## src/scl_pkg.sv

```systemverilog
// constants and types for the reset-time strap configuration loader
package scl_pkg;
	localparam int CLK_HZ = 100_000_000;
	localparam int NSTRAP = 18;

	// position of each strap in the latched vector
	localparam int I_SW5_DUP = 0;
	localparam int I_SW5_SPD = 1;
	localparam int I_LED_MODE = 2;
	localparam int I_CFG_LO = 3;
	localparam int I_CFG_MID = 4;
	localparam int I_PHY5_EN = 5;
	localparam int I_AGING = 6;
	localparam int I_P4_AN = 7;
	localparam int I_SEL_LO = 8;
	localparam int I_SEL_HI = 9;
	localparam int I_XOVER = 10;
	localparam int I_FC = 11;
	localparam int I_BP = 12;
	localparam int I_EXCOL = 13;
	localparam int I_BACKOFF = 14;
	localparam int I_FRAME = 15;
	localparam int I_P4_DUP = 16;
	localparam int I_P4_FC = 17;

	// levels that the internal pulls give with no board resistor
	localparam logic [NSTRAP-1:0] STRAP_DEFAULT = 18'h000e0;
	// straps whose pins turn into outputs after the capture, port-5 ones only while their side is on
	localparam logic [NSTRAP-1:0] STRAP_DUAL = 18'h3f8e7;
	// dual pins that belong to the port-5 phy receive side
	localparam logic [NSTRAP-1:0] STRAP_PHY5_PINS = 18'h3f800;
	// dual pins that belong to the switch port-5 receive side
	localparam logic [NSTRAP-1:0] STRAP_SW5_PINS = 18'h00007;

	localparam int STRAP_SETTLE_NS = 40;
	localparam int STRAP_SETTLE_CYC =
		(STRAP_SETTLE_NS * (CLK_HZ / 1_000_000) + 999) / 1000;

	localparam int SCL_FREQ_HZ = 61_000;
	localparam int SCL_HALF_CYC = CLK_HZ / (2 * SCL_FREQ_HZ);

	localparam logic [10:0] FRAME_STD_BYTES = 11'h5f2;
	localparam logic [10:0] FRAME_BIG_BYTES = 11'h600;

	localparam int P4_AN_BIT = 7;
	localparam logic [2:0] LED_OFF = 3'h7;

	typedef enum logic [1:0] {
		SW5_OFF,
		SW5_PHY_MII,
		SW5_MAC_MII,
		SW5_PHY_SNI
	} scl_sw5_mode_t;

	typedef enum logic [1:0] {
		BUS_I2C,
		BUS_SMI,
		BUS_SPI,
		BUS_BIST
	} scl_bus_mode_t;
endpackage

```

## src/scl_strap_if.sv

```systemverilog
// carrier for the latched strap vector between latch and decoder
interface scl_strap_if;
	import scl_pkg::*;
	logic [NSTRAP-1:0] bits;
	logic valid;
	modport src (output bits, output valid);
	modport dst (input bits, input valid);
endinterface

```

## src/scl_strap_latch.sv

```systemverilog
// captures the strap levels once after reset release and holds them
module scl_strap_latch
	import scl_pkg::*;
(
	input wire logic clk_sys,
	input wire logic rst,
	input wire logic [NSTRAP-1:0] strap_in,
	scl_strap_if.src sif
);
	typedef enum logic {ST_WAIT, ST_HOLD} scl_latch_st_t;

	scl_latch_st_t st_q;
	logic [7:0] cnt_q;
	logic [NSTRAP-1:0] bits_q;
	wire logic take = (st_q == ST_WAIT) &&
		(cnt_q == 8'(STRAP_SETTLE_CYC - 1));

	// pull-ups settle for a short time after release before the capture
	always_ff @(posedge clk_sys or posedge rst) begin
		if (rst) begin
			st_q <= ST_WAIT;
			cnt_q <= 8'h00;
			bits_q <= STRAP_DEFAULT;
		end else begin
			case (st_q)
				ST_WAIT: begin
					cnt_q <= cnt_q + 8'h01;
					if (take) begin
						bits_q <= strap_in;
						st_q <= ST_HOLD;
					end
				end
				ST_HOLD: st_q <= ST_HOLD;
				default: st_q <= ST_WAIT;
			endcase
		end
	end

	assign sif.bits = bits_q;
	assign sif.valid = (st_q == ST_HOLD);

	chk_capture_value: assert property (
		@(posedge clk_sys) disable iff (rst)
		$rose(sif.valid) |-> sif.bits == $past(strap_in))
		else $error("latched straps differ from pins at capture");

	chk_hold_stable: assert property (
		@(posedge clk_sys) disable iff (rst)
		sif.valid |=> sif.valid && $stable(sif.bits))
		else $error("latched straps changed before next reset");
endmodule

```

## src/scl_led_enc.sv

```systemverilog
// per-port led bit encoder for the two strap-selected led modes
module scl_led_enc
	import scl_pkg::*;
#(
	parameter int NPORT = 5
) (
	input wire logic clk_sys,
	input wire logic rst,
	input wire logic mode1,
	input wire logic [NPORT-1:0] link_up,
	input wire logic [NPORT-1:0] link_speed100,
	input wire logic [NPORT-1:0] link_full,
	output logic [3*NPORT-1:0] port_led_bits
);
	genvar i;
	generate
		for (i = 0; i < NPORT; i++) begin : g_port
			wire logic is10 = ~link_speed100[i];
			wire logic half = ~link_full[i];
			wire logic [2:0] m0 = {1'b0, half, is10};
			wire logic [2:0] m1 = {is10, ~is10, half};
			// leds are active low, so no link shows all ones
			wire logic [2:0] enc = !link_up[i] ? LED_OFF :
				(mode1 ? m1 : m0);
			logic [2:0] led_q;

			always_ff @(posedge clk_sys or posedge rst) begin
				if (rst) begin
					led_q <= LED_OFF;
				end else begin
					led_q <= enc;
				end
			end
			assign port_led_bits[3*i +: 3] = led_q;

			chk_led_mode0: assert property (
				@(posedge clk_sys) disable iff (rst)
				link_up[i] && !mode1 |=>
				led_q == {1'b0, ~$past(link_full[i]),
				~$past(link_speed100[i])})
				else $error("mode 0 led pattern wrong");

			chk_led_mode1: assert property (
				@(posedge clk_sys) disable iff (rst)
				link_up[i] && mode1 && !link_speed100[i] |=>
				led_q[2:1] == 2'b10 && led_q[0] == ~$past(link_full[i]))
				else $error("mode 1 led pattern wrong at 10M");
		end
	endgenerate
endmodule

```

## src/scl_strap_cfg.sv

```systemverilog
// strap capture, configuration decode and dual-use pin release
module scl_strap_cfg
	import scl_pkg::*;
#(
	parameter int NPORT = 5
) (
	input wire logic clk_sys,
	input wire logic rst,
	input wire logic sw_port5_duplex_strap,
	input wire logic sw_port5_speed_strap,
	input wire logic led_mode_strap,
	input wire logic port5_cfg_mid_strap,
	input wire logic port5_cfg_low_strap,
	input wire logic phy5_if_enable_strap,
	input wire logic aging_strap,
	input wire logic port4_autoneg_strap,
	input wire logic serial_bus_sel_hi,
	input wire logic serial_bus_sel_lo,
	input wire logic crossover_disable_strap,
	input wire logic flow_ctrl_strap,
	input wire logic back_pressure_strap,
	input wire logic excess_collision_strap,
	input wire logic backoff_strap,
	input wire logic frame_size_strap,
	input wire logic port4_duplex_strap,
	input wire logic port4_force_fc_strap,
	input wire logic [NSTRAP-1:0] pin_func_out,
	output logic [NSTRAP-1:0] strap_pin_out,
	output logic [NSTRAP-1:0] strap_pin_oe_n,
	input wire logic [NPORT-1:0] link_up,
	input wire logic [NPORT-1:0] link_speed100,
	input wire logic [NPORT-1:0] link_full,
	output logic [3*NPORT-1:0] port_led_bits,
	input wire logic spi_select_n,
	input wire logic spi_tx_bit,
	output logic spi_serial_out,
	output logic spi_out_oe_n,
	input wire logic eeprom_present,
	output logic scl_out,
	output logic scl_oe_n,
	input wire logic port4_an_fail,
	input wire logic port4_an_full,
	output logic cfg_valid,
	output logic sw5_half_duplex,
	output logic sw5_speed_10,
	output logic led_mode1,
	output scl_sw5_mode_t sw5_mode,
	output logic sw5_tristate,
	output logic phy5_mii_en,
	output logic aging_en,
	output logic [7:0] port4_ctrl_init,
	output scl_bus_mode_t serial_bus_mode,
	output logic cfg_use_defaults,
	output logic auto_mdix_en,
	output logic flow_ctrl_en,
	output logic back_pressure_en,
	output logic excess_col_retry,
	output logic aggressive_backoff,
	output logic [10:0] max_frame_bytes,
	output logic port4_duplex_full,
	output logic port4_force_fc
);
	scl_strap_if sif ();

	wire logic [NSTRAP-1:0] strap_vec = {
		port4_force_fc_strap,
		port4_duplex_strap,
		frame_size_strap,
		backoff_strap,
		excess_collision_strap,
		back_pressure_strap,
		flow_ctrl_strap,
		crossover_disable_strap,
		serial_bus_sel_hi,
		serial_bus_sel_lo,
		port4_autoneg_strap,
		aging_strap,
		phy5_if_enable_strap,
		port5_cfg_mid_strap,
		port5_cfg_low_strap,
		led_mode_strap,
		sw_port5_speed_strap,
		sw_port5_duplex_strap
	};

	scl_strap_latch u_latch (
		.clk_sys (clk_sys),
		.rst (rst),
		.strap_in (strap_vec),
		.sif (sif.src)
	);

	wire logic [NSTRAP-1:0] s = sif.bits;
	assign cfg_valid = sif.valid;

	// port-5 role decode from the three configuration straps
	wire logic [2:0] cfg_code = {s[I_PHY5_EN], s[I_CFG_MID], s[I_CFG_LO]};
	assign sw5_mode = scl_sw5_mode_t'(cfg_code[1:0]);
	assign sw5_tristate = (sw5_mode == SW5_OFF);
	// code 100 keeps the phy side off even with its enable strap high
	assign phy5_mii_en = cfg_code[2] && (cfg_code[1:0] != 2'b00);

	assign sw5_half_duplex = s[I_SW5_DUP];
	assign sw5_speed_10 = s[I_SW5_SPD];
	assign led_mode1 = s[I_LED_MODE];
	assign aging_en = s[I_AGING];
	assign port4_ctrl_init = 8'(s[I_P4_AN]) << P4_AN_BIT;
	assign serial_bus_mode =
		scl_bus_mode_t'({s[I_SEL_HI], s[I_SEL_LO]});
	assign auto_mdix_en = ~s[I_XOVER];
	assign flow_ctrl_en = ~s[I_FC];
	assign back_pressure_en = s[I_BP];
	assign excess_col_retry = s[I_EXCOL];
	assign aggressive_backoff = s[I_BACKOFF];
	assign max_frame_bytes =
		s[I_FRAME] ? FRAME_BIG_BYTES : FRAME_STD_BYTES;
	assign port4_force_fc = s[I_P4_FC];

	// the forced duplex only matters when negotiation is off or failed
	wire logic p4_forced = ~s[I_P4_AN] | port4_an_fail;
	assign port4_duplex_full =
		p4_forced ? s[I_P4_DUP] : port4_an_full;

	wire logic i2c_mode = cfg_valid && (serial_bus_mode == BUS_I2C);
	assign cfg_use_defaults = i2c_mode && !eeprom_present;

	// dual-use pins: inputs while the straps settle, outputs afterwards unless they belong to a disabled port-5 side
	genvar i;
	generate
		for (i = 0; i < NSTRAP; i++) begin : g_pin
			wire logic side_on =
				(!STRAP_PHY5_PINS[i] || phy5_mii_en) &&
				(!STRAP_SW5_PINS[i] || !sw5_tristate);
			wire logic drive = cfg_valid && STRAP_DUAL[i] && side_on;
			logic out_q;

			always_ff @(posedge clk_sys or posedge rst) begin
				if (rst) begin
					out_q <= 1'b0;
				end else begin
					out_q <= pin_func_out[i];
				end
			end
			assign strap_pin_out[i] = drive ? out_q : 1'b0;
			assign strap_pin_oe_n[i] = ~drive;
		end
	endgenerate

	scl_led_enc #(
		.NPORT (NPORT)
	) u_led (
		.clk_sys (clk_sys),
		.rst (rst),
		.mode1 (led_mode1),
		.link_up (link_up),
		.link_speed100 (link_speed100),
		.link_full (link_full),
		.port_led_bits (port_led_bits)
	);

	// serial data out floats whenever the slave is not selected
	logic spi_q;
	wire logic spi_drive = cfg_valid && !spi_select_n &&
		(serial_bus_mode == BUS_SPI);

	always_ff @(posedge clk_sys or posedge rst) begin
		if (rst) begin
			spi_q <= 1'b0;
		end else begin
			spi_q <= spi_tx_bit;
		end
	end
	assign spi_serial_out = spi_drive ? spi_q : 1'b0;
	assign spi_out_oe_n = ~spi_drive;

	// eeprom clock: open drain, pulled low on the low half only
	logic [9:0] scl_cnt_q;
	logic scl_lvl_q;
	wire logic scl_run = i2c_mode && eeprom_present;
	wire logic scl_wrap = (scl_cnt_q == 10'(SCL_HALF_CYC - 1));

	always_ff @(posedge clk_sys or posedge rst) begin
		if (rst) begin
			scl_cnt_q <= 10'h000;
			scl_lvl_q <= 1'b1;
		end else if (!scl_run) begin
			scl_cnt_q <= 10'h000;
			scl_lvl_q <= 1'b1;
		end else if (scl_wrap) begin
			scl_cnt_q <= 10'h000;
			scl_lvl_q <= ~scl_lvl_q;
		end else begin
			scl_cnt_q <= scl_cnt_q + 10'h001;
		end
	end
	assign scl_out = 1'b0;
	assign scl_oe_n = ~(scl_run && !scl_lvl_q);

	chk_pins_reset_input: assert property (
		@(posedge clk_sys) disable iff (rst)
		!cfg_valid |-> strap_pin_oe_n == {NSTRAP{1'b1}})
		else $error("dual pin driven before straps latched");

	chk_sw5_duplex_cap: assert property (
		@(posedge clk_sys) disable iff (rst)
		$rose(cfg_valid) |->
		sw5_half_duplex == $past(sw_port5_duplex_strap))
		else $error("switch port-5 duplex not from strap");

	chk_sw5_speed_cap: assert property (
		@(posedge clk_sys) disable iff (rst)
		$rose(cfg_valid) |-> sw5_speed_10 == $past(sw_port5_speed_strap))
		else $error("switch port-5 speed not from strap");

	chk_port5_role: assert property (
		@(posedge clk_sys) disable iff (rst)
		$rose(cfg_valid) |->
		sw5_mode == scl_sw5_mode_t'({$past(port5_cfg_mid_strap),
		$past(port5_cfg_low_strap)}))
		else $error("switch port-5 role decode wrong");

	chk_phy5_enable: assert property (
		@(posedge clk_sys) disable iff (rst)
		$rose(cfg_valid) |-> phy5_mii_en == ($past(phy5_if_enable_strap)
		&& ($past(port5_cfg_mid_strap) || $past(port5_cfg_low_strap))))
		else $error("port-5 phy enable decode wrong");

	chk_phy5_tristate: assert property (
		@(posedge clk_sys) disable iff (rst)
		!phy5_mii_en |-> (~strap_pin_oe_n & STRAP_PHY5_PINS) == '0)
		else $error("phy-5 pin driven while phy side disabled");

	chk_p4_an_bit: assert property (
		@(posedge clk_sys) disable iff (rst)
		$rose(cfg_valid) |-> port4_ctrl_init[7] == $past(port4_autoneg_strap)
		&& port4_ctrl_init[6:0] == 7'h00)
		else $error("port-4 autoneg bit not from strap");

	chk_spi_hiz: assert property (
		@(posedge clk_sys) disable iff (rst)
		spi_select_n || serial_bus_mode != BUS_SPI |-> spi_out_oe_n)
		else $error("serial out driven while deselected");

	chk_scl_toggle: assert property (
		@(posedge clk_sys) disable iff (rst)
		scl_run && scl_wrap |=> scl_lvl_q != $past(scl_lvl_q))
		else $error("eeprom clock missed its half-period edge");

	chk_scl_half_len: assert property (
		@(posedge clk_sys) disable iff (rst)
		scl_run && !scl_wrap ##1 scl_run |-> $stable(scl_lvl_q))
		else $error("eeprom clock changed before half period");

	chk_bus_defaults: assert property (
		@(posedge clk_sys) disable iff (rst)
		$rose(cfg_valid) && !eeprom_present |-> cfg_use_defaults ==
		!($past(serial_bus_sel_hi) || $past(serial_bus_sel_lo)))
		else $error("default start flag wrong at capture");

	chk_frame_limit: assert property (
		@(posedge clk_sys) disable iff (rst)
		$rose(cfg_valid) |-> max_frame_bytes ==
		($past(frame_size_strap) ? FRAME_BIG_BYTES : FRAME_STD_BYTES))
		else $error("frame size limit not from strap");

	chk_p4_forced_dup: assert property (
		@(posedge clk_sys) disable iff (rst)
		cfg_valid && (port4_an_fail || !port4_ctrl_init[7]) |->
		port4_duplex_full == s[I_P4_DUP])
		else $error("port-4 forced duplex ignores strap");

	chk_cfg_hold: assert property (
		@(posedge clk_sys) disable iff (rst)
		cfg_valid |=> cfg_valid && $stable(flow_ctrl_en) &&
		$stable(auto_mdix_en) && $stable(aging_en))
		else $error("configuration changed after capture");
endmodule

```

## config.mk

```make
export PLATFORM = sky130hd
export DESIGN_NAME = scl_strap_cfg
export DESIGN_NICKNAME = d
export VERILOG_FILES = /design/src/scl_pkg.sv /design/src/scl_strap_if.sv /design/src/scl_strap_latch.sv /design/src/scl_led_enc.sv /design/src/scl_strap_cfg.sv
export SDC_FILE = /design/constraint.sdc
export NUM_CORES = 1
export LEC_CHECK = 0
export BUFFER_PORTS_ARGS = -buffer_cell sky130_fd_sc_hd__buf_4
export CAP_MARGIN = 0
export CORE_ASPECT_RATIO = 1.2
export CORE_MARGIN = 4
export CORE_UTILIZATION = 40
export CTS_CLUSTER_DIAMETER = 50
export DETAILED_ROUTE_END_ITERATION = 12
export HOLD_SLACK_MARGIN = 0.1
export PLACE_DENSITY = 0.84
export RECOVER_POWER = 25
export SLEW_MARGIN = 20
export SYNTH_ARGS = -nofsm -noshare
export SYNTH_HDL_FRONTEND = slang
export SYNTH_SLANG_ARGS = --single-unit
export TNS_END_PERCENT = 1
```

## constraint.sdc

```tcl
create_clock -name clk_sys -period 2.1 [get_ports clk_sys]
set_input_delay 0.105 -clock clk_sys [delete_from_list [all_inputs] [get_ports clk_sys]]
set_output_delay 0.105 -clock clk_sys [all_outputs]
set_load 0.1 [all_outputs]
```

## Yosys cells after proc, flatten, opt, wreduce, memory -nomap -nowiden

Cells that the tools add are included.

- Bits in registers: 67
- Input port bits: 58
- Output and inout bits: 93
- Logic and storage cells: 100

- Add/sub/neg operators: 2
- Eq/ne operators: 4
- Mux-type cells: 32
- Bitwise operators: 20
- Reduce and logical (&&, ||, !) cells: 18

Operator list:

| operator | number |
|---|---|
| 2-to-1 mux 10 bit | 3 |
| 2-to-1 mux 3 bit | 10 |
| inverter 1 bit | 19 |
| 2-to-1 mux 1 bit | 18 |
| adder 10 x 1 -> 10 bit, second input constant | 1 |
| equality test 10 bit, second input constant | 1 |
| logical AND 1 bit | 10 |
| adder 8 x 1 -> 8 bit, second input constant | 1 |
| equality test 8 x 2 -> 1 bit, second input constant | 1 |
| zero test 1 bit | 4 |
| zero test 2 bit | 2 |
| equality test 2 bit, second input constant | 1 |
| inequality test 2 x 1 -> 1 bit, second input constant | 1 |
| one-hot mux 1 bit (2 select lines) | 1 |
| AND reduction 2 bit | 1 |
| nonzero test 2 bit | 1 |
| OR 1 bit | 1 |

## Logic depth before layout (Yosys ltp)

Gate-level depths: netlist of run 1.

- Depth in word-level cells: 5
- Mapped depth: 5
- Depth with buffers taken out: 5

## Hierarchy

From an unflattened synthesis of run 1, not the netlist that was laid out.

- Cell total of the unflattened synthesis: 251
- Area, all modules: 3089.2 um2

By module, submodules not included:

| module | instances | cells each | area an instance (um2) | seq. area each (um2) |
|---|---|---|---|---|
| scl_strap_cfg | 1 | 137 | 1371.3 | 626.9 |
| scl_strap_latch | 1 | 69 | 1119.8 | 679.4 |
| scl_led_enc | 1 | 45 | 598.1 | 394.1 |

## Least setup slack after synthesis of run 1

Ideal clock, no wire load.

- Path kind: flip-flop to output port
- From: reg u_latch.st_q (netlist: u_latch.sif.valid)
- To: out cfg_use_defaults
- Data arrival time: 4728 ps
- Data required time: 1995 ps
- Slack: -2733 ps
- Stages on the path, launching flop included: 4
- Buffers on the path: 1
- Path through: dfrtp_1 > buf_2 > inv_1 > nor4_1

- Word-level cells in the longest chain between the ends: 2

RTL lines:

| what | line | text |
|---|---|---|
| start: declaration | scl_strap_latch.sv:12 | `scl_latch_st_t st_q;` |
| start signal: assignment | scl_strap_latch.sv:21 | `st_q <= ST_WAIT;` |
| start signal: assignment | scl_strap_latch.sv:30 | `st_q <= ST_HOLD;` |
| start signal: assignment | scl_strap_latch.sv:33 | `ST_HOLD: st_q <= ST_HOLD;` |
| logical AND 1 bit | scl_strap_cfg.sv:124 | `wire logic i2c_mode = cfg_valid && (serial_bus_mode == BUS_I2C);` |
| logical AND 1 bit | scl_strap_cfg.sv:125 | `assign cfg_use_defaults = i2c_mode && !eeprom_present;` |
| end: declaration | scl_strap_cfg.sv:53 | `output logic cfg_use_defaults,` |

Every way passes these cells.

## Final worst setup path of run 1

- From: reg u_latch.cnt_q[0]
- To: reg u_latch.bits_q[1] (netlist: u_latch.sif.bits[1])

- Word-level cells in the longest chain between the ends: 3

RTL lines:

| what | line | text |
|---|---|---|
| start: declaration | scl_strap_latch.sv:13 | `logic [7:0] cnt_q;` |
| start signal: assignment | scl_strap_latch.sv:27 | `cnt_q <= cnt_q + 8'h01;` |
| equality test 8 x 2 -> 1 bit | scl_strap_latch.sv:16 | `(cnt_q == 8'(STRAP_SETTLE_CYC - 1));` |
| logical AND 1 bit | scl_strap_latch.sv:15 | `wire logic take = (st_q == ST_WAIT) &&` |
| AND reduction 2 bit (no source line) | n/a |  |
| end signal: assignment | scl_strap_latch.sv:29 | `bits_q <= strap_in;` |
| end: declaration | scl_strap_latch.sv:14 | `logic [NSTRAP-1:0] bits_q;` |

Every way passes these cells.
A chain may end at the register's enable or synchronous reset.

==> out/qor.yml, run 1 <==
die:
  start_util_pct: 41.6
  fp.dieW_um: 87.7
  core_um2: 7320
  die_h_um: 104
  io_pins: 151
  rows: 34
  die-area_um2: 9080
timing:
  rsz0062_at_grt: "false"
  slew_violations: 0
  hold_viol: 0
  setup_viol: 0
  min_period_ps: 2010
  period_share_pct: 95.9
  clock.fmax_mhz: 496
  worst_slew_pin_slew_ps: 769
  fin_worst_skew_ps: 10.6
  relSlewSlack_pct: 48.7
route:
  wire_per_inst_um: 16.3
  ant_nets: 0
  drtIter0Drc: 75
  vias: 2439
  first_pass_iters: 4
  routed_wl_mm: 8.41
  routed_via_density: 4.72
  drc: 0
synth:
  synth-compound-area-share_pct: 4.72
  ys_ff_latch: 67
  synth.largest_area_cell: "dfrtp_1"
  ys_top_cells_by_area: "dfrtp_1 (39%), dfstp_2 (16%), buf_4 (11%)"
  synth_top_area_share_pct: 39.4
  synthMuxAreaShare_pct: 9.61
  synth_top_family_by_area: "buffers and inverters"
  synthesis.area_um2: 3050
  synth_warnings: 0
  synthAdderAreaFrac_pct: 1.23
  seq_area_frac_synth_pct: 55.8
  synth_xor_area_share_pct: 2.88
  synthCells: 256
  synthFlopType: "dfrtp_1"
  async_reset_ff_share_pct: 100
  synth_edf_count: 0
  avgSynthCellArea_um2: 11.9
  synth-simple-area-share_pct: 12.4
  ys_types: 37
setup_path:
  cp.required_ps: 2310
  cp-start-kind: "register"
  slowest_delay_ps: 500
  end_kind: "register"
  critical_path.cell_chain: "ha_1 > or4b_4 > nor3_4 > buf_4 > mux2_2"
  slowest_stage: "or4b_4"
  cp_max_fo: 8
  arrival_ps: 2230
  worstSetupPathType: "register to register"
power_and_ir_drop:
  pwr_density_cell_nw_per_um2: 751
  vdd_drop_max_mv: 0.539
  finalPower_mw: 3.45
  p_leak_nw: 2.14
finish:
  syn_to_final_growth_pct: 50.7
  antennaDiodeCount: 0
  fillCellCount: 561
  fin_area_um2: 4590
  nNetsFinal: 483
  stdcell_count: 517
  layout_common_cells: "buf_4 (112), dlygate4sd3_1 (54), dfrtp_1 (48), mux2_2 (26), conb_1 (22)"
  drive_above_1_share_pct: 45.2
  layout_commonest_cell: "buf_4"
  finalCoreUtilization_pct: 62.7
clocking:
  cts_max_level: 3
  path_clk_slew_ps: 60
  numCtsBuffers: 9
  cts_buffer_depth: 2
  worstSkewPairLatency_ps: 330
  cts_root_buffer: "clkbuf_8"
  cts_sinks: 67
  cts_tree: "done"
place:
  gp_congestion: 0.745
  placed_cells: 446
  portBuffers: 123
  dp_hpwl_mm: 5.35
  placed_area_um2: 3880
grt:
  grt_pass1_vias: 2688
  grt_pass1_wl_mm: 13.2
  gr-total-overflow: 0
  track_usage_pct: 19.0
  antenna_found_initial: 0
  grt_max_degree: 48
min_path:
  hold_path.class: "input pin to register"
run_status:
  status: "finished clean"
run:
  cap_viol_max_count: 0
[report_power, final]
part           switching (mW)  total (mW)  internal, mW
Combinational           0.844        1.10         0.260
Clock                   0.457       0.950         0.493
Sequential             0.0331        1.39          1.36
Total                    1.33        3.45          2.11
[area by class of cell]
class	count	area (µm²)	area share, %
clock inverter	2	12.5	0.273
sequential	67	1700	37.1
multi-input combinational	149	1050	22.8
timing repair buffer	183	1510	32.8
clock buffer	14	163	3.54
inverter	12	48.8	1.06
tap	90	113	2.45
[critical path, delay by kind of cell, from the launching register on]
kind                     cells  cell delay, ps
adder cells (fa/ha/maj)      1             230
buffers and inverters        1             210
AND/OR/NAND/NOR              2             690
flip-flops                   1             400
multiplexers                 1             360
[cells by family after synthesis]
group                      Yosys count
AOI/OAI and AO/OA                   23
DFF                                 67
and+or+nand+nor                     65
muxes                               26
buffers and inverters               60
adders and majority gates            3
xor gates and xnor gates            10
other                                2
[timing repair]
item,4_1_cts,5_1_grt
resized for setup,0,0
buffers inserted,0,1
hold buffers,54,0
hold endpoints to repair,52,0
setup endpoints to repair,0,1
[Yosys cell counts (3+ instances only)]
cell,number
ha_1,3
clkbuf_1,3
and2_1,8
nand3_1,3
or3_1,6
inv_1,12
and3_1,7
buf_4,43
nor2_1,7
nand2_1,16
mux2_2,26
nand4_1,4
o211ai_1,5
o21ai_0,9
xnor2_1,8
dfstp_2,19
a21oi_1,5
dfrtp_1,48
[final timing paths]
| check | endpoint | slack, ps | cells past startpoint | start |
|---|---|---|---|---|
| setup / recovery | u_latch.sif.bits[1] | 90 | 5 | u_latch.cnt_q[0] |
| hold / removal | scl_cnt_q[3] | 340 | 4 | eeprom_present |
| setup reg to reg | u_latch.sif.bits[1] | 90 | 5 | u_latch.cnt_q[0] |
| hold reg to reg | u_latch.cnt_q[7] | 490 | 1 | u_latch.cnt_q[7] |
| max in group asynchronous | scl_cnt_q[3] | 450 | 4 | rst |
| min in group asynchronous | u_latch.sif.bits[1] | 490 | 3 | rst |
[per-layer routing]
metal  vias up  wire (µm)  global-route usage, %
met5         -          0                      0
met4         0        337                   11.5
met3        24        534                   3.89
met2       110       4740                   35.1
met1      1175       2800                   18.5
li1       1130          -                      -
[flip-flops by register name, summed over array words and instances, names as in the netlist]
name and cells:
g_pin.out_q 13, u_latch.cnt_q 8, scl_cnt_q 10, u_latch.sif.valid 1, u_led.g_port.led_q 15, u_latch.sif.bits 18
scl_lvl_q 1, spi_q 1
[metrics by stage]
step | hold WS [ps] | setup slack, ps | setup TNS, ps
after detailed placement | 156 | 89.3 | 0
final | 344 | 85.6 | 0
after CTS | 328 | 33.3 | 0
after global placement | 152 | 146 | 0
after global routing | 340 | 2.32 | 0
after floorplan | 136 | -789 | -4380
Power figures use the tool's default switching activity.
==> run 2: changes to the inputs <==
Settings changed: ABC_AREA from default to 1, PLACE_DENSITY 0.84 to 0.83.
==> run 2 against run 1 <==
Routed wire length is 1.1% higher. Worst hold slack worse by 210 ps. Synthesized area is 3.6% higher. Clock power is 6% higher. Die area is 3.3% higher. Utilization is 0.11 points lower. Synthesized cell count is 36% higher. First-iteration DRC count is 13% higher. Global-route usage is 0.17 points lower. Combinational power is 4% higher. Sequential share of layout area is 1.6 points lower. Critical path type is now register to primary output.
==> out/qor.yml, run 2 <==
run_status:
  status: "finished clean"  # unchanged
place:
  gp_congestion: 0.817  # was 0.745
  dp_slack_ps: 469  # was 89.3 ps
  dp_hpwl_mm: 5.28  # was 5.35 mm
  placed_area_um2: 4040  # was 3880 µm²
  placed_cells: 533  # was 446
  portBuffers: 123  # unchanged
die:
  fp.dieW_um: 89.1  # was 87.7 µm
  die-area_um2: 9380  # was 9080 µm²
  io_pins: 151  # unchanged
  core_um2: 7660  # was 7320 µm²
  start_util_pct: 41.2  # was 41.6%
  die_h_um: 105  # was 104 µm
  rows: 35  # was 34
synth:
  ys_types: 29  # was 37
  synthCells: 347  # was 256
  synth_edf_count: 0  # unchanged
  synthFlopType: "dfrtp_1"  # unchanged
  synth_top_area_share_pct: 38.1  # was 39.4%
  ys_top_cells_by_area: "dfrtp_1 (38%), dfstp_2 (16%), buf_4 (11%)"  # was dfrtp_1 (39%), dfstp_2 (16%), buf_4 (11%)
  synth_top_family_by_area: "simple AND/OR/NAND/NOR gates"  # was buffers and inverters
  synthMuxAreaShare_pct: 0  # was 9.61%
  async_reset_ff_share_pct: 100  # unchanged
  synth-compound-area-share_pct: 5.12  # was 4.72%
  avgSynthCellArea_um2: 9.09  # was 11.9 µm²
  synth_most_common_cell: "nand2_1"  # was dfrtp_1
  synth-simple-area-share_pct: 20.6  # was 12.4%
  synth.largest_area_cell: "dfrtp_1"  # unchanged
  synthAdderAreaFrac_pct: 1.19  # was 1.23%
  synth_common_cells: "nand2_1 (72), dfrtp_1 (48), buf_4 (45)"  # was dfrtp_1 (48), buf_4 (43), mux2_2 (26)
  synth_warnings: 0  # unchanged
  ys_ff_latch: 67  # unchanged
  synthesis.area_um2: 3150  # was 3050 µm²
  seq_area_frac_synth_pct: 53.9  # was 55.8%
  synth_xor_area_share_pct: 2.50  # was 2.88%
clocking:
  cts_root_buffer: "clkbuf_8"  # unchanged
  cts_sinks: 67  # unchanged
  worstSkewPairLatency_ps: 340  # was 330 ps
  path_clk_slew_ps: 70  # was 60 ps
  post_cts_buffers: 0  # unchanged
  cts_buffer_depth: 2  # unchanged
  numCtsBuffers: 9  # unchanged
  cts_max_level: 3  # unchanged
  cts_tree: "done"  # unchanged
grt:
  gr-total-overflow: 0  # unchanged
  grt_max_degree: 68  # was 48
  grt_pass1_vias: 2924  # was 2688
  grt_pass1_wl_mm: 13.6  # was 13.2 mm
  track_usage_pct: 18.8  # was 19.0%
  antenna_found_initial: 0  # unchanged
timing:
  period_share_pct: 92.8  # was 95.9%
  fin_worst_skew_ps: 11.8  # was 10.6 ps
  finalWorstSetupSlack_ps: 152  # was 85.6 ps
  hold_viol: 0  # unchanged
  worst_slew_pin_slew_ps: 896  # was 769 ps
  clock.fmax_mhz: 513  # was 496 MHz
  slew_violations: 0  # unchanged
  finalSetupTns_ps: 0  # unchanged
  setup_viol: 0  # unchanged
  rsz0062_at_grt: "false"  # unchanged
  relSlewSlack_pct: 40.2  # was 48.7%
  min_period_ps: 1950  # was 2010 ps
  fin_hold_ws_ps: 131  # was 344 ps
setup_path:
  cp-start-kind: "register"  # unchanged
  path_buf_inv: 3  # was 1
  cpMostUsedCell: "nor2_4"
  worstSetupPathType: "register to primary output"  # was register to register
  cp.required_ps: 2000  # was 2310 ps
  arrival_ps: 1840  # was 2230 ps
  cp_max_fo: 27  # was 8
  crit_family: "buffers and inverters"  # was simple AND/OR/NAND/NOR gates
  end_kind: "primary output"  # was register
  slowest_delay_ps: 530  # was 500 ps
  critical_path.cell_chain: "inv_6 > nor2_4 > clkinvlp_4 > nor2_4 > buf_4"  # was ha_1 > or4b_4 > nor3_4 > buf_4 > mux2_2
  slowest_stage: "dfrtp_2"  # was or4b_4
finish:
  multi_input_comb_area_um2: 1120  # was 1050 µm²
  drive_above_1_share_pct: 35.7  # was 45.2%
  nNetsFinal: 571  # was 483
  fillCellCount: 638  # was 561
  stdcell_count: 607  # was 517
  finalCoreUtilization_pct: 62.6  # was 62.7%
  register_area_um2: 1700  # about the same
  syn_to_final_growth_pct: 52.1  # was 50.7%
  antennaDiodeCount: 0  # unchanged
  layout_commonest_cell: "buf_4"  # unchanged
  layout_common_cells: "buf_4 (108), nand2_1 (71), dlygate4sd3_1 (58), dfrtp_1 (46), inv_1 (38)"  # was buf_4 (112), dlygate4sd3_1 (54), dfrtp_1 (48), mux2_2 (26), conb_1 (22)
  fin_area_um2: 4800  # was 4590 µm²
  largest_reg_flops: 18  # unchanged
route:
  routed_wl_mm: 8.50  # was 8.41 mm
  ant_nets: 0  # unchanged
  drtIter0Drc: 85  # was 75
  drc: 0  # unchanged
  wire_per_inst_um: 14.0  # was 16.3 µm
  first_pass_iters: 4  # unchanged
  vias: 2793  # was 2439
  routed_via_density: 4.60  # was 4.72
min_path:
  hold_path.class: "input pin to register"  # unchanged
power_and_ir_drop:
  p_leak_nw: 2.41  # was 2.14 nW
  vdd_drop_max_mv: 0.415  # was 0.539 mV
  finalPower_mw: 3.54  # was 3.45 mW
  pwr_density_cell_nw_per_um2: 737  # was 751 nW/µm²
run:
  cap_viol_max_count: 0  # unchanged
run 2: final timing paths:
kind | slack, ps | depth (start not counted) | endpoint | from
hold / removal | 130 | 5 | scl_lvl_q | eeprom_present
min in group asynchronous | 640 | 4 | g_pin[15].out_q | rst
max in group asynchronous | 830 | 4 | u_latch.sif.valid | rst
hold reg to reg | 470 | 2 | u_latch.sif.bits[6] | u_latch.sif.bits[6]
setup / recovery | 150 | 5 | strap_pin_out[0] | u_latch.sif.valid
setup reg to reg | 360 | 3 | u_led.g_port[2].led_q[0] | u_latch.sif.bits[2]
run 2: cell type report:
class,count,share of cell area (%)
sequential,67,35.5
timing repair buffer,182,31.5
multi-input combinational,210,23.4
inverter,40,3.31
clock buffer,11,3.18
tap,92,2.40
clock inverter,5,0.756
run 2: timing repair:
| item | 4_1_cts | 5_1_grt |
|---|---|---|
| endpoints found under the setup margin | 0 | 1 |
| resized for setup | 0 | 1 |
| endpoints found under the hold margin | 95 | 0 |
| hold buffers | 58 | 0 |
run 2: power by group:
part	leakage, nW	switching [mW]	internal [mW]
Clock	0.0984	0.505	0.503
Sequential	0.791	0.0323	1.36
Combinational	1.52	0.876	0.262
run 2: cell families (layout without fill, tap and decap cells):
logic type | count (synthesis) | after routing
AO/OA/AOI/OAI | 27 | 27
other | 2 | 22
XOR/XNOR | 9 | 9
buffers and inverters | 90 | 238
adder cells (fa/ha/maj) | 3 | 3
AND/OR/NAND/NOR | 149 | 149
flip-flops | 67 | 67
run 2: routing by layer:
metal / GRT usage, % / wire length [µm] / vias up
met5: 0 / 0 / -
met4: 9.36 / 310 / 0
met3: 4.53 / 504 / 26
met2: 33.9 / 4770 / 94
met1: 19.8 / 2910 / 1329
li1: - / - / 1344
run 2: tightest hold or removal path, cell delays in order:
cell,delay (ps)
buf_4,110
inv_1,50
nor2_2,60
nand3_1,80
nand2_1,50
==> run 3: changes to the inputs <==
==> constraint.sdc (replaced) <==
create_clock -name clk_sys -period 2.1 [get_ports clk_sys]
set_input_delay 0.21 -clock clk_sys [delete_from_list [all_inputs] [get_ports clk_sys]]
set_output_delay 0.21 -clock clk_sys [all_outputs]
set_load 0.1 [all_outputs]
==> run 3 against run 2 <==
Worst hold slack worse by 12 ps. Final area down 1.4%. Global-route usage down 0.85 points. Count of clock-buffer cells in the layout down 1. Worst setup slack better by 27 ps. Via count down 1.7%. Register-to-register slack worse by 170 ps. Die area unchanged. Maximum frequency up 1.4%. Cell count down 0.99%. Power down 1.1%.
==> out/qor.yml, run 3 (synthesized netlist as in run 2, its figures left out) <==
run_status:
  status: "finished clean"  # unchanged
grt:
  antenna_found_initial: 0  # unchanged
  grt_pass1_wl_mm: 13.1  # was 13.6 mm
  track_usage_pct: 18.0  # was 18.8%
  grt_pass1_vias: 2839  # was 2924
  gr-total-overflow: 0  # unchanged
  grt_max_degree: 33  # was 68
clocking:
  cts_max_level: 3  # unchanged
  numCtsBuffers: 9  # unchanged
  path_clk_slew_ps: 80  # was 70 ps
  worstSkewPairLatency_ps: 340  # about the same
  post_cts_buffers: 0  # unchanged
  cts_buffer_depth: 2  # unchanged
  cts_tree: "done"  # unchanged
  cts_root_buffer: "clkbuf_8"  # unchanged
  cts_sinks: 67  # unchanged
timing:
  worst_slew_pin_slew_ps: 1210  # was 896 ps
  clock.fmax_mhz: 521  # was 513 MHz
  hold_viol: 0  # unchanged
  finalWorstSetupSlack_ps: 179  # was 152 ps
  setup_viol: 0  # unchanged
  period_share_pct: 91.5  # was 92.8%
  min_period_ps: 1920  # was 1950 ps
  fin_worst_skew_ps: 15.1  # was 11.8 ps
  slew_violations: 0  # unchanged
  fin_hold_ws_ps: 120  # was 131 ps
  rsz0062_at_grt: "false"  # unchanged
  relSlewSlack_pct: 19.3  # was 40.2%
die:
  die-area_um2: 9380  # unchanged
  start_util_pct: 41.2  # unchanged
  die_h_um: 105  # unchanged
  io_pins: 151  # unchanged
  fp.dieW_um: 89.1  # unchanged
  core_um2: 7660  # unchanged
  rows: 35  # unchanged
finish:
  drive_above_1_share_pct: 36.3  # was 35.7%
  layout_common_cells: "buf_4 (110), nand2_1 (71), dlygate4sd3_1 (50), dfrtp_1 (47), inv_1 (38)"  # was buf_4 (108), nand2_1 (71), dlygate4sd3_1 (58), dfrtp_1 (46), inv_1 (38)
  largest_reg_flops: 18  # unchanged
  multi_input_comb_area_um2: 1120  # about the same
  stdcell_count: 601  # was 607
  antennaDiodeCount: 0  # unchanged
  finalCoreUtilization_pct: 61.7  # was 62.6%
  nNetsFinal: 565  # was 571
  layout_commonest_cell: "buf_4"  # unchanged
  register_area_um2: 1700  # about the same
  syn_to_final_growth_pct: 50.0  # was 52.1%
  fillCellCount: 616  # was 638
  fin_area_um2: 4730  # was 4800 µm²
min_path:
  worst_hold_path.endpoint: "u_latch.sif.bits[12]"  # was scl_lvl_q
  worstHoldStart: "back_pressure_strap"  # was eeprom_present
  hold_path.class: "input pin to register"  # unchanged
  min_delay_path_depth: 3  # was 5
power_and_ir_drop:
  pwr_density_cell_nw_per_um2: 740  # was 737 nW/µm²
  p_sw_share_pct: 40.4  # was 39.9%
  intPower_mw: 2.08  # was 2.13 mW
  p_clk_share_pct: 28.1  # was 28.5%
  p_comb_share_pct: 32.2  # about the same
  p_sw_mw: 1.42  # was 1.41 mW
  vdd_drop_max_mv: 0.514  # was 0.415 mV
  power_frac_seq_pct: 39.7  # was 39.4%
  p_leak_nw: 2.40  # was 2.41 nW
setup_path:
  r2r.worst_path.cells: 3  # unchanged
  critical_path.cell_chain: "inv_6 > nor2_4 > clkinvlp_4 > nor2_4 > buf_4"  # unchanged
  timing.rr.end: "u_led.g_port[4].led_q[0]"  # was u_led.g_port[2].led_q[0]
  worstSetupPathType: "register to primary output"  # unchanged
  cp-start-kind: "register"  # unchanged
  startpoint: "u_latch.sif.valid"  # unchanged
  end_kind: "primary output"  # unchanged
  slowest_delay_ps: 530  # about the same
  cp.required_ps: 1890  # was 2000 ps
  cpMostUsedCell: "nor2_4"  # unchanged
  cp_max_fo: 11  # was 27
  rrSetupSlack_ps: 190  # was 360 ps
  r2r-start: "u_latch.sif.bits[2]"  # unchanged
  arrival_ps: 1710  # was 1840 ps
  slowest_stage: "dfrtp_2"  # unchanged
place:
  gp_congestion: 0.824  # was 0.817
  placed_area_um2: 4060  # was 4040 µm²
  dp_slack_ps: 473  # was 469 ps
  portBuffers: 123  # unchanged
  placed_cells: 535  # was 533
  dp_hpwl_mm: 5.54  # was 5.28 mm
route:
  vias: 2745  # was 2793
  routed_wl_mm: 8.29  # was 8.50 mm
  wire_per_inst_um: 13.8  # was 14.0 µm
  ant_nets: 0  # unchanged
  first_pass_iters: 4  # unchanged
  drtIter0Drc: 98  # was 85
  drc: 0  # unchanged
  routed_via_density: 4.57  # was 4.60
run:
  cap_viol_max_count: 0  # unchanged
-- run 3: cell count changes in the layout (fill, tap and decap cells not counted), moves of 2 or more --
cell,delta
buf_4,+2
dlygate4sd3_1,-8
inv_6,+2
clkinv_4,-2
inv_4,+2
-- run 3: power by group through the flow --
stage               clock [mW]  sequential, mW  combinational [mW]
detailed placement           0            1.41                1.05
floorplan                    0            1.61               0.683
finish                   0.982            1.39                1.13
global placement             0            1.41                1.04
CTS                       1.01            1.39                1.13
global route              1.06            1.40                1.16
-- run 3: final cells by class --
| type | instances | area share (%) |
|---|---|---|
| clock buffer | 10 | 2.91 |
| tap | 92 | 2.43 |
| multi-input combinational | 210 | 23.6 |
| sequential | 67 | 36.0 |
| inverter | 40 | 3.36 |
| clock inverter | 6 | 0.925 |
| timing repair buffer | 176 | 30.8 |
-- run 3: worst max path at each step --
stage,end,slack [ps],cells after the start
2_1_floorplan,strap_pin_out[0],-410,5
3_3_place_gp,u_latch.sif.bits[10],520,6
3_5_place_dp,u_latch.sif.bits[12],470,6
4_1_cts,strap_pin_out[0],130,5
5_1_grt,u_led.g_port[4].led_q[0],20,3
6_report,strap_pin_out[0],180,5
-- run 3: critical path, delay by kind of cell (launching register included) --
kind / cells / cell delay [ps]
buffers and inverters: 3 / 560
AND/OR/NAND/NOR: 2 / 280
flip-flops: 1 / 530
-- run 3: per-stage QoR --
stage                     power, mW  setup TNS [ps]
after floorplan                2.29           -3080
after global placement         2.45               0
after detailed placement       2.46               0
after CTS                      3.53               0
after global routing           3.62               0
final                          3.50               0
-- run 3: routing by layer --
layer	track usage, %	wire length [µm]	share of wire [%]	vias up
met5	0	0	0	-
met3	4.53	440	5.3	22
met1	19.6	2960	36	1313
li1	-	-	-	1328
met4	8.09	271	3.3	0
met2	32.0	4620	56	82
-- run 3: what timing repair did --
item,CTS,global route
resized for setup,0,0
hold endpoints to repair,59,0
hold buffers,50,0
